**config.mk**
```make
export PLATFORM = sky130hd
export DESIGN_NAME = psr_readout
export DESIGN_NICKNAME = d
export VERILOG_FILES = /design/src/inc/psr_pkg.sv /design/src/psr_readout.sv
export SDC_FILE = /design/constraint.sdc
export NUM_CORES = 1
export LEC_CHECK = 0
export BUFFER_PORTS_ARGS = -buffer_cell sky130_fd_sc_hd__buf_2
export CAP_MARGIN = 40
export CORE_MARGIN = 2
export CORE_UTILIZATION = 50
export DETAILED_ROUTE_END_ITERATION = 8
export HOLD_SLACK_MARGIN = 0.02
export PLACE_DENSITY_LB_ADDON = 0.25
export SETUP_SLACK_MARGIN = 0.02
export SYNTH_ARGS = -nofsm -noshare
export SYNTH_HDL_FRONTEND = slang
export SYNTH_SLANG_ARGS = --single-unit
```
**constraint.sdc**
```tcl
create_clock -name CLK -period 5.02 [get_ports CLK]
set_clock_uncertainty 0.1 [all_clocks]
set_input_delay 1.255 -clock CLK [delete_from_list [all_inputs] [get_ports CLK]]
set_output_delay 1.255 -clock CLK [all_outputs]
set_load 0.02 [all_outputs]
```
**src/inc/psr_pkg.sv**
```systemverilog
// shared constants and types for the pressure sensor serial readout
// assumes one 125 MHz system clock, a free-running 32 kHz converter clock and a host-driven link
`default_nettype none

package psr_pkg;

	// ************************************************************
	// link framing
	// ************************************************************
	localparam int unsigned START_BITS     = 3;   // consecutive highs opening a frame
	localparam int unsigned STOP_BITS      = 3;   // consecutive lows closing a frame
	localparam int unsigned INSTR_BITS     = 4;
	localparam int unsigned ACK_TAIL_CLKS  = 2;   // clocks the host gives after the ack
	localparam int unsigned WORD_BITS      = 16;
	localparam int unsigned RESET_SEQ_BITS = 21;
	localparam logic [5:0]  CNT_ONE        = 6'h01;

	// ************************************************************
	// instruction and reset patterns (defaults, overridable at the top)
	// ************************************************************
	localparam logic [3:0]  INSTR_PRESSURE_DEF = 4'hA;
	localparam logic [3:0]  INSTR_TEMP_DEF     = 4'h9;
	localparam logic [3:0]  INSTR_CAL13_DEF    = 4'h5;
	localparam logic [3:0]  INSTR_CAL24_DEF    = 4'h6;
	localparam logic [20:0] RESET_SEQ_DEF      = 21'h15_5540;

	// ************************************************************
	// converter timing, counted in converter clock ticks
	// ************************************************************
	localparam int unsigned MCLK_HZ          = 32768;
	localparam int unsigned CONV_TIME_MS     = 35;    // longest conversion
	localparam int unsigned CONV_TICKS       = CONV_TIME_MS * MCLK_HZ / 1000;
	localparam int unsigned BRIDGE_TOTAL_US  = 2000;  // bridge on-time per conversion
	localparam int unsigned BRIDGE_TICKS     = BRIDGE_TOTAL_US * MCLK_HZ / 1000000;
	localparam int unsigned BRIDGE_BURSTS    = 8;
	localparam int unsigned BURST_LEN        = BRIDGE_TICKS / BRIDGE_BURSTS;
	localparam int unsigned BURST_PERIOD     = CONV_TICKS / BRIDGE_BURSTS;

	// ************************************************************
	// result range
	// ************************************************************
	localparam logic [15:0] RESULT_MIN = 16'h1388;  // 5,000 counts
	localparam logic [15:0] RESULT_MAX = 16'h9088;  // 37,000 counts

	// sampled link lines, kept together so both pass the same stages
	typedef struct packed {
		logic sclk;
		logic din;
	} psr_link_t;

	typedef enum logic {
		PSR_ADC_PRESSURE,
		PSR_ADC_TEMPERATURE
	} psr_adc_sel_t;

endpackage : psr_pkg

`default_nettype wire

```
**src/psr_readout.sv**
```systemverilog
// control and serial readout logic of a pressure/temperature sensor module
// assumes SCLK, DIN and MCLK arrive asynchronously; samples come from the converter on CLK
`default_nettype none

module psr_readout
	import psr_pkg::*;
#(
	parameter logic [3:0]  INSTR_PRESSURE   = INSTR_PRESSURE_DEF,
	parameter logic [3:0]  INSTR_TEMP       = INSTR_TEMP_DEF,
	parameter logic [3:0]  INSTR_CAL13      = INSTR_CAL13_DEF,
	parameter logic [3:0]  INSTR_CAL24      = INSTR_CAL24_DEF,
	parameter logic [20:0] RESET_SEQ        = RESET_SEQ_DEF,
	parameter logic [15:0] CALIB_WORD_ONE   = 16'h1234,  // factory data, arbitrary value
	parameter logic [15:0] CALIB_WORD_TWO   = 16'h5678,  // factory data, arbitrary value
	parameter logic [15:0] CALIB_WORD_THREE = 16'h9ABC,  // factory data, arbitrary value
	parameter logic [15:0] CALIB_WORD_FOUR  = 16'hDEF0   // factory data, arbitrary value
)
(
	input  wire logic        CLK,
	input  wire logic        RESETN,
	input  wire logic        SCLK,
	input  wire logic        DIN,
	input  wire logic        MCLK,
	input  wire logic [15:0] PRESSURE_SAMPLE,
	input  wire logic [15:0] TEMPERATURE_SAMPLE,
	output var  logic        DOUT,
	output var  logic        BRIDGE_ON,
	output var  logic        ADC_SEL
);

	typedef enum logic [2:0] {
		ST_IDLE,
		ST_INSTR,
		ST_STOP,
		ST_ACK,
		ST_CONV,
		ST_READ
	} psr_state_t;

	// keeps every result inside the converter's linear window
	function automatic logic [15:0] psr_clamp(input logic [15:0] v);
		logic [15:0] r;
		r = v;
		if (v < RESULT_MIN)
		begin
			r = RESULT_MIN;
		end
		else if (v > RESULT_MAX)
		begin
			r = RESULT_MAX;
		end
		return r;
	endfunction : psr_clamp

	// ************************************************************
	// input synchronisers
	// ************************************************************
	psr_link_t link_s1_reg;
	psr_link_t link_s2_reg;
	logic      sclk_s3_reg;
	logic      mclk_s1_reg;
	logic      mclk_s2_reg;
	logic      mclk_s3_reg;
	logic      sclk_rise;
	logic      sclk_fall;
	logic      mclk_rise;
	logic      din_bit;

	// the first stage feeds only the second; edges are found one stage later
	always_ff @(posedge CLK or negedge RESETN)
	begin
		if (!RESETN)
		begin
			link_s1_reg <= '0;
			link_s2_reg <= '0;
			sclk_s3_reg <= 1'b0;
			mclk_s1_reg <= 1'b0;
			mclk_s2_reg <= 1'b0;
			mclk_s3_reg <= 1'b0;
		end
		else
		begin
			link_s1_reg <= '{sclk: SCLK, din: DIN};
			link_s2_reg <= link_s1_reg;
			sclk_s3_reg <= link_s2_reg.sclk;
			mclk_s1_reg <= MCLK;
			mclk_s2_reg <= mclk_s1_reg;
			mclk_s3_reg <= mclk_s2_reg;
		end
	end

	assign sclk_rise = link_s2_reg.sclk & ~sclk_s3_reg;
	assign sclk_fall = ~link_s2_reg.sclk & sclk_s3_reg;
	assign mclk_rise = mclk_s2_reg & ~mclk_s3_reg;
	assign din_bit   = link_s2_reg.din;

	// ************************************************************
	// reset sequence watcher
	// ************************************************************
	logic [20:0] rx_hist_reg;
	logic [20:0] rx_hist_next;
	logic        seq_reset;

	// every received bit is watched, whatever the protocol state
	assign rx_hist_next = {rx_hist_reg[19:0], din_bit};
	assign seq_reset    = sclk_rise && (rx_hist_next == RESET_SEQ);

	always_ff @(posedge CLK or negedge RESETN)
	begin
		if (!RESETN)
		begin
			rx_hist_reg <= '0;
		end
		else if (seq_reset)
		begin
			rx_hist_reg <= '0;  // avoids a second match on overlapping bits
		end
		else if (sclk_rise)
		begin
			rx_hist_reg <= rx_hist_next;
		end
	end

	// ************************************************************
	// protocol state machine
	// ************************************************************
	psr_state_t   state_reg;
	logic [5:0]   bit_cnt_reg;
	logic [3:0]   instr_reg;
	logic [31:0]  shift_reg;
	logic         dout_reg;
	logic         is_conv;
	logic         is_cal;
	logic         conv_done;
	logic [15:0]  sample_sel;
	psr_adc_sel_t adc_sel_reg;

	assign is_conv = (instr_reg == INSTR_PRESSURE) || (instr_reg == INSTR_TEMP);
	assign is_cal  = (instr_reg == INSTR_CAL13) || (instr_reg == INSTR_CAL24);
	assign sample_sel = (adc_sel_reg == PSR_ADC_PRESSURE) ? PRESSURE_SAMPLE
		: TEMPERATURE_SAMPLE;

	// state, counters and instruction bits advance on serial clock rises; the end of conversion moves state and count on a converter clock rise
	always_ff @(posedge CLK or negedge RESETN)
	begin
		if (!RESETN)
		begin
			state_reg   <= ST_IDLE;
			bit_cnt_reg <= '0;
			instr_reg   <= '0;
			adc_sel_reg <= PSR_ADC_PRESSURE;
		end
		else if (seq_reset)
		begin
			state_reg   <= ST_IDLE;
			bit_cnt_reg <= '0;
		end
		else
		begin
			case (state_reg)
				ST_IDLE:
				begin
					if (sclk_rise)
					begin
						if (!din_bit)
						begin
							bit_cnt_reg <= '0;
						end
						else if (bit_cnt_reg == 6'(START_BITS - 1))
						begin
							state_reg   <= ST_INSTR;
							bit_cnt_reg <= '0;
						end
						else
						begin
							bit_cnt_reg <= bit_cnt_reg + CNT_ONE;
						end
					end
				end
				ST_INSTR:
				begin
					if (sclk_rise)
					begin
						instr_reg   <= {instr_reg[2:0], din_bit};
						bit_cnt_reg <= bit_cnt_reg + CNT_ONE;
						if (bit_cnt_reg == 6'(INSTR_BITS - 1))
						begin
							state_reg   <= ST_STOP;
							bit_cnt_reg <= '0;
						end
					end
				end
				ST_STOP:
				begin
					if (sclk_rise)
					begin
						bit_cnt_reg <= bit_cnt_reg + CNT_ONE;
						if (din_bit || !(is_conv || is_cal))
						begin
							state_reg   <= ST_IDLE;
							bit_cnt_reg <= '0;
						end
						else if (bit_cnt_reg == 6'(STOP_BITS - 1))
						begin
							bit_cnt_reg <= '0;
							if (is_conv)
							begin
								state_reg   <= ST_ACK;
								adc_sel_reg <= (instr_reg == INSTR_PRESSURE)
									? PSR_ADC_PRESSURE : PSR_ADC_TEMPERATURE;
							end
							else
							begin
								state_reg   <= ST_READ;
								bit_cnt_reg <= 6'(2 * WORD_BITS);
							end
						end
					end
				end
				ST_ACK:
				begin
					if (sclk_rise)
					begin
						bit_cnt_reg <= bit_cnt_reg + CNT_ONE;
						if (bit_cnt_reg == 6'(ACK_TAIL_CLKS - 1))
						begin
							state_reg   <= ST_CONV;
							bit_cnt_reg <= '0;
						end
					end
				end
				ST_CONV:
				begin
					if (conv_done)
					begin
						state_reg   <= ST_READ;
						bit_cnt_reg <= 6'(WORD_BITS);
					end
				end
				ST_READ:
				begin
					// a held serial clock simply leaves the count where it is
					if (sclk_rise)
					begin
						bit_cnt_reg <= bit_cnt_reg - CNT_ONE;
						if (bit_cnt_reg == CNT_ONE)
						begin
							state_reg   <= ST_IDLE;
							bit_cnt_reg <= '0;
						end
					end
				end
				default:
				begin
					state_reg   <= ST_IDLE;
					bit_cnt_reg <= '0;
				end
			endcase
		end
	end

	// ************************************************************
	// output shifter and data line
	// ************************************************************
	// the data line rises only on falling serial edges; it falls on serial edges of either sense or on conversion end
	always_ff @(posedge CLK or negedge RESETN)
	begin
		if (!RESETN)
		begin
			shift_reg <= '0;
			dout_reg  <= 1'b0;
		end
		else if (seq_reset)
		begin
			dout_reg <= 1'b0;
		end
		else if (state_reg == ST_STOP && sclk_rise && !din_bit
			&& bit_cnt_reg == 6'(STOP_BITS - 1) && is_cal)
		begin
			// words one/three or two/four leave back to back, msb first
			shift_reg <= (instr_reg == INSTR_CAL13)
				? {CALIB_WORD_ONE, CALIB_WORD_THREE}
				: {CALIB_WORD_TWO, CALIB_WORD_FOUR};
		end
		else if (state_reg == ST_STOP && sclk_fall
			&& bit_cnt_reg == 6'(STOP_BITS - 1) && is_conv)
		begin
			dout_reg <= 1'b1;
		end
		else if (conv_done)
		begin
			shift_reg <= {psr_clamp(sample_sel), 16'h0000};
			dout_reg  <= 1'b0;
		end
		else if (state_reg == ST_READ && sclk_fall)
		begin
			dout_reg  <= shift_reg[31];
			shift_reg <= {shift_reg[30:0], 1'b0};
		end
		else if (state_reg == ST_IDLE)
		begin
			dout_reg <= 1'b0;
		end
	end

	// ************************************************************
	// conversion timer and bridge power
	// ************************************************************
	logic [10:0] conv_cnt_reg;
	logic [7:0]  burst_cnt_reg;
	logic        bridge_reg;

	assign conv_done = (state_reg == ST_CONV) && mclk_rise
		&& (conv_cnt_reg == 11'(CONV_TICKS - 1));

	// counts converter ticks only while a conversion is running
	always_ff @(posedge CLK or negedge RESETN)
	begin
		if (!RESETN)
		begin
			conv_cnt_reg  <= '0;
			burst_cnt_reg <= '0;
		end
		else if (state_reg != ST_CONV || seq_reset)
		begin
			conv_cnt_reg  <= '0;
			burst_cnt_reg <= '0;
		end
		else if (mclk_rise)
		begin
			conv_cnt_reg <= conv_cnt_reg + 11'h001;
			if (burst_cnt_reg == 8'(BURST_PERIOD - 1))
			begin
				burst_cnt_reg <= '0;
			end
			else
			begin
				burst_cnt_reg <= burst_cnt_reg + 8'h01;
			end
		end
	end

	// short bursts at the head of each period; eight of them add up to about 2 ms
	// the tail after the eighth period is left dark so no ninth burst stretches the total
	always_ff @(posedge CLK or negedge RESETN)
	begin
		if (!RESETN)
		begin
			bridge_reg <= 1'b0;
		end
		else
		begin
			bridge_reg <= (state_reg == ST_CONV) && !seq_reset
				&& (conv_cnt_reg < 11'(BRIDGE_BURSTS * BURST_PERIOD))
				&& (burst_cnt_reg < 8'(BURST_LEN));
		end
	end

	assign DOUT      = dout_reg;
	assign BRIDGE_ON = bridge_reg;
	assign ADC_SEL   = adc_sel_reg;

endmodule : psr_readout

`default_nettype wire

```
==> run metrics <==
PwrDens between 400 and 500 mW/mm^2; Max Cap Viol 0; dpl ws 1926 ps; Clock Sinks 93; Post-synth EDFFs 0; Yosys cell types 67; antenna-violating nets left 0; max reg flops 30; mux cell area share after synthesis 0.04046; Register Area between 0.002 and 0.0025 mm^2; Worst Reg-to-Reg Cells 8; Worst slew margin 0.4165; CP required around 5200 ps; TritonRoute pass-1 iters 4; syn nets between 600 and 700; delay-heaviest family, CP simple AND/OR/NAND/NOR gates; DR DRC count 0; Synth Register Bits between 90 and 100; Synth top area share 0.4561; Area Overhead vs Synth 10.15%; Ys Warns 0; Die X between 100 and 150 um; crit-path cells inv_1, ha_1, nor4bb_1, nand4_1, a221oi_1, nand2_1, a21o_1, a221o_1; Starting Density 0.5196; initial DRC count roughly 350; GPL Wtd Cong around 0.86; post-DR vias/cell slightly below 6; minimum clock period ~3000 ps; Core Footprint roughly 0.0098 mm^2; Crit path depth 8; post-synthesis adder-cell area fraction 0.01962; antenna violations before repair 0; Total GRT Usage 0.2179; Routed wire per std cell between 15 and 20 um; num rows 36; reg-to-reg critical path endpoint state_reg[2]; Synth area leader dfrtp_1; clock buffer depth 2; H-tree levels 3; Multi-input gate area 0.002615 mm^2; top_reg_cell synth dfrtp_1; average size of a mapped cell about 9.1 um^2; Final Hold Vio Count 0; crit path to state_reg[2]; die height 105.0 um; die area roughly 0.011 mm^2; # diodes 0; CTS tree built; post-synthesis share of cell area spent on and, or, nand and nor gates 0.2624; Critical Path Sink Type register; mapped cell area just over 0.005 mm^2; DP HPWL around 8200 um; Top Ports 40; Arr. time, crit path 3110 ps; Critical Path Start Type register; Post-synth ARST share 1.000; Clk Latency, worst-skew pair between 300 and 400 ps; worst-margin pin slew roughly 870 ps; cells after synthesis around 560; clk slew on worst S/H paths 90 ps; fin nets approximately 640; Synth Area in Compound Gates 0.1540; Worst setup startpoint conv_cnt_reg[1]; CP Class register to register; Final Cycle Share 0.5885; main combinational cell family by area after synthesis simple AND/OR/NAND/NOR gates; WL final between 10,000 and 15,000 um; Hold Path Origin link_s1_reg[1]; WP buf/inv 1; Leak Pwr between 2 and 3 nW; worst vdd ir 236.6 uV; slowest stage delay, CP 560 ps; vias in the first global route about 4,000; RSZ-0062 raised after global routing no; grt ovf 0; worst min-delay path class register to register; Max Clk Rate between 300 and 400 MHz; pin count of the biggest net entering global routing 63; PortBufs 39; status complete, no violations; worst-path maximum fanout 13; Worst R2R Setup Slack about 2100 ps; reg2reg start conv_cnt_reg[1]; postcts setup bufs 0; global-route wire length before repair a little under 20,000 um; Area contributors post-synth dfrtp_1 (46%), nand2_1 (7.5%), nor2_1 (3.9%); share of cells above drive strength 1 0.1395; # resized after CTS 0; slowest CP cell nand4_1; fin. max-slew vios 0; setup violators final 0; Fillers ~870; DR vias between 4,000 and 5,000; total CTS buffers 9; Setup TNS Final 0 ps; setup ws final between 2000 and 2500 ps; hold_buf cts 0; fraction of synthesized cell area in xor and xnor cells 0.03605; clock root cell clkbuf_8; Seq/Total Area, Yosys 0.4561
==> stage by stage <==
stage	hold slack, ps	util	cell area (um^2)	std cells	power [mW]
after floorplan	231.2	-	5102	558	1.772
after global placement	234.8	0.5484	5385	710	1.944
after detailed placement	237.8	0.5528	5428	712	1.984
after CTS	258.5	0.5724	5620	728	2.496
after global routing	263.1	0.5724	5620	728	2.667
final	255.0	0.5724	5620	728	2.492
==> cells in the mapped netlist (all sizes together) (5+ instances only) <==
cell	n
nand2b	8
xor2	11
inv	13
mux2i	15
nand3b	6
a22o	7
o31ai	7
nor4	5
dfrtp	93
nand3	22
buf	8
nor3	15
nand2	103
nand4	10
o211ai	9
mux2	5
xnor2	10
nor2b	5
a21oi	30
nor3b	6
clkbuf	16
ha	8
nor2	53
o21ai	28
==> worst min path at each step <==
stage | endpoint | depth (start not counted)
floorplan | din_bit | 0
global placement | link_s2_reg[1] | 0
detailed placement | link_s2_reg[1] | 0
CTS | link_s2_reg[1] | 0
global route | link_s2_reg[1] | 0
finish | link_s2_reg[1] | 0
==> kinds of logic (layout without fill, tap and decap cells) <==
family / Yosys count / in the layout
AND/OR/NAND/NOR: 261 / 261
AO/OA/AOI/OAI: 118 / 118
flip-flops: 93 / 93
buffers and inverters: 37 / 74
XOR/XNOR: 21 / 21
multiplexers: 20 / 20
adder cells (fa/ha/maj): 8 / 8
==> cell usage in the layout, fill, tap and decap left out, types with 4 or more instances in the layout <==
master      n
buf_4       5
nor3b_1     5
nand3b_1    6
clkbuf_8   10
o31ai_1     7
nor2b_1     5
mux2_2      5
xnor2_1    10
dfrtp_1    93
buf_2      38
o21ai_0    22
and4_1      4
nand2_1   102
o22ai_1     4
a22o_1      6
nand4_1    10
inv_1      13
nand3_1    21
nor3_1     15
ha_1        8
a31oi_1     4
xor2_1     11
o211ai_1    9
nand2b_1    8
o21ai_1     6
a21oi_1    30
nor2_1     53
mux2i_1    15
==> final cells by class <==
class                           instances  share of cell area
Multi-Input combinational cell        428              0.4653
Tap cell                              133             0.02961
Clock inverter                          4            0.008459
Timing Repair Buffer                   45             0.04809
Clock buffer                           12             0.02582
Inverter                               13            0.008682
Sequential cell                        93              0.4141
==> power breakdown <==
group          total (mW)  switching (mW)  internal [mW]
clock network       0.506           0.263          0.243
logic               0.831           0.480          0.351
registers            1.16           0.206          0.949
total                2.49           0.949           1.54
==> layer usage <==
| layer | track usage | vias up | share of wire |
|---|---|---|---|
| li1 | - | 2061 | - |
| met5 | 0 | - | 0 |
| met3 | 0.03805 | 16 | 0.053 |
| met2 | 0.3224 | 121 | 0.45 |
| met1 | 0.3219 | 2035 | 0.48 |
| met4 | 0.07524 | 0 | 0.015 |
Note: power is estimated with default switching activity, not from simulation.
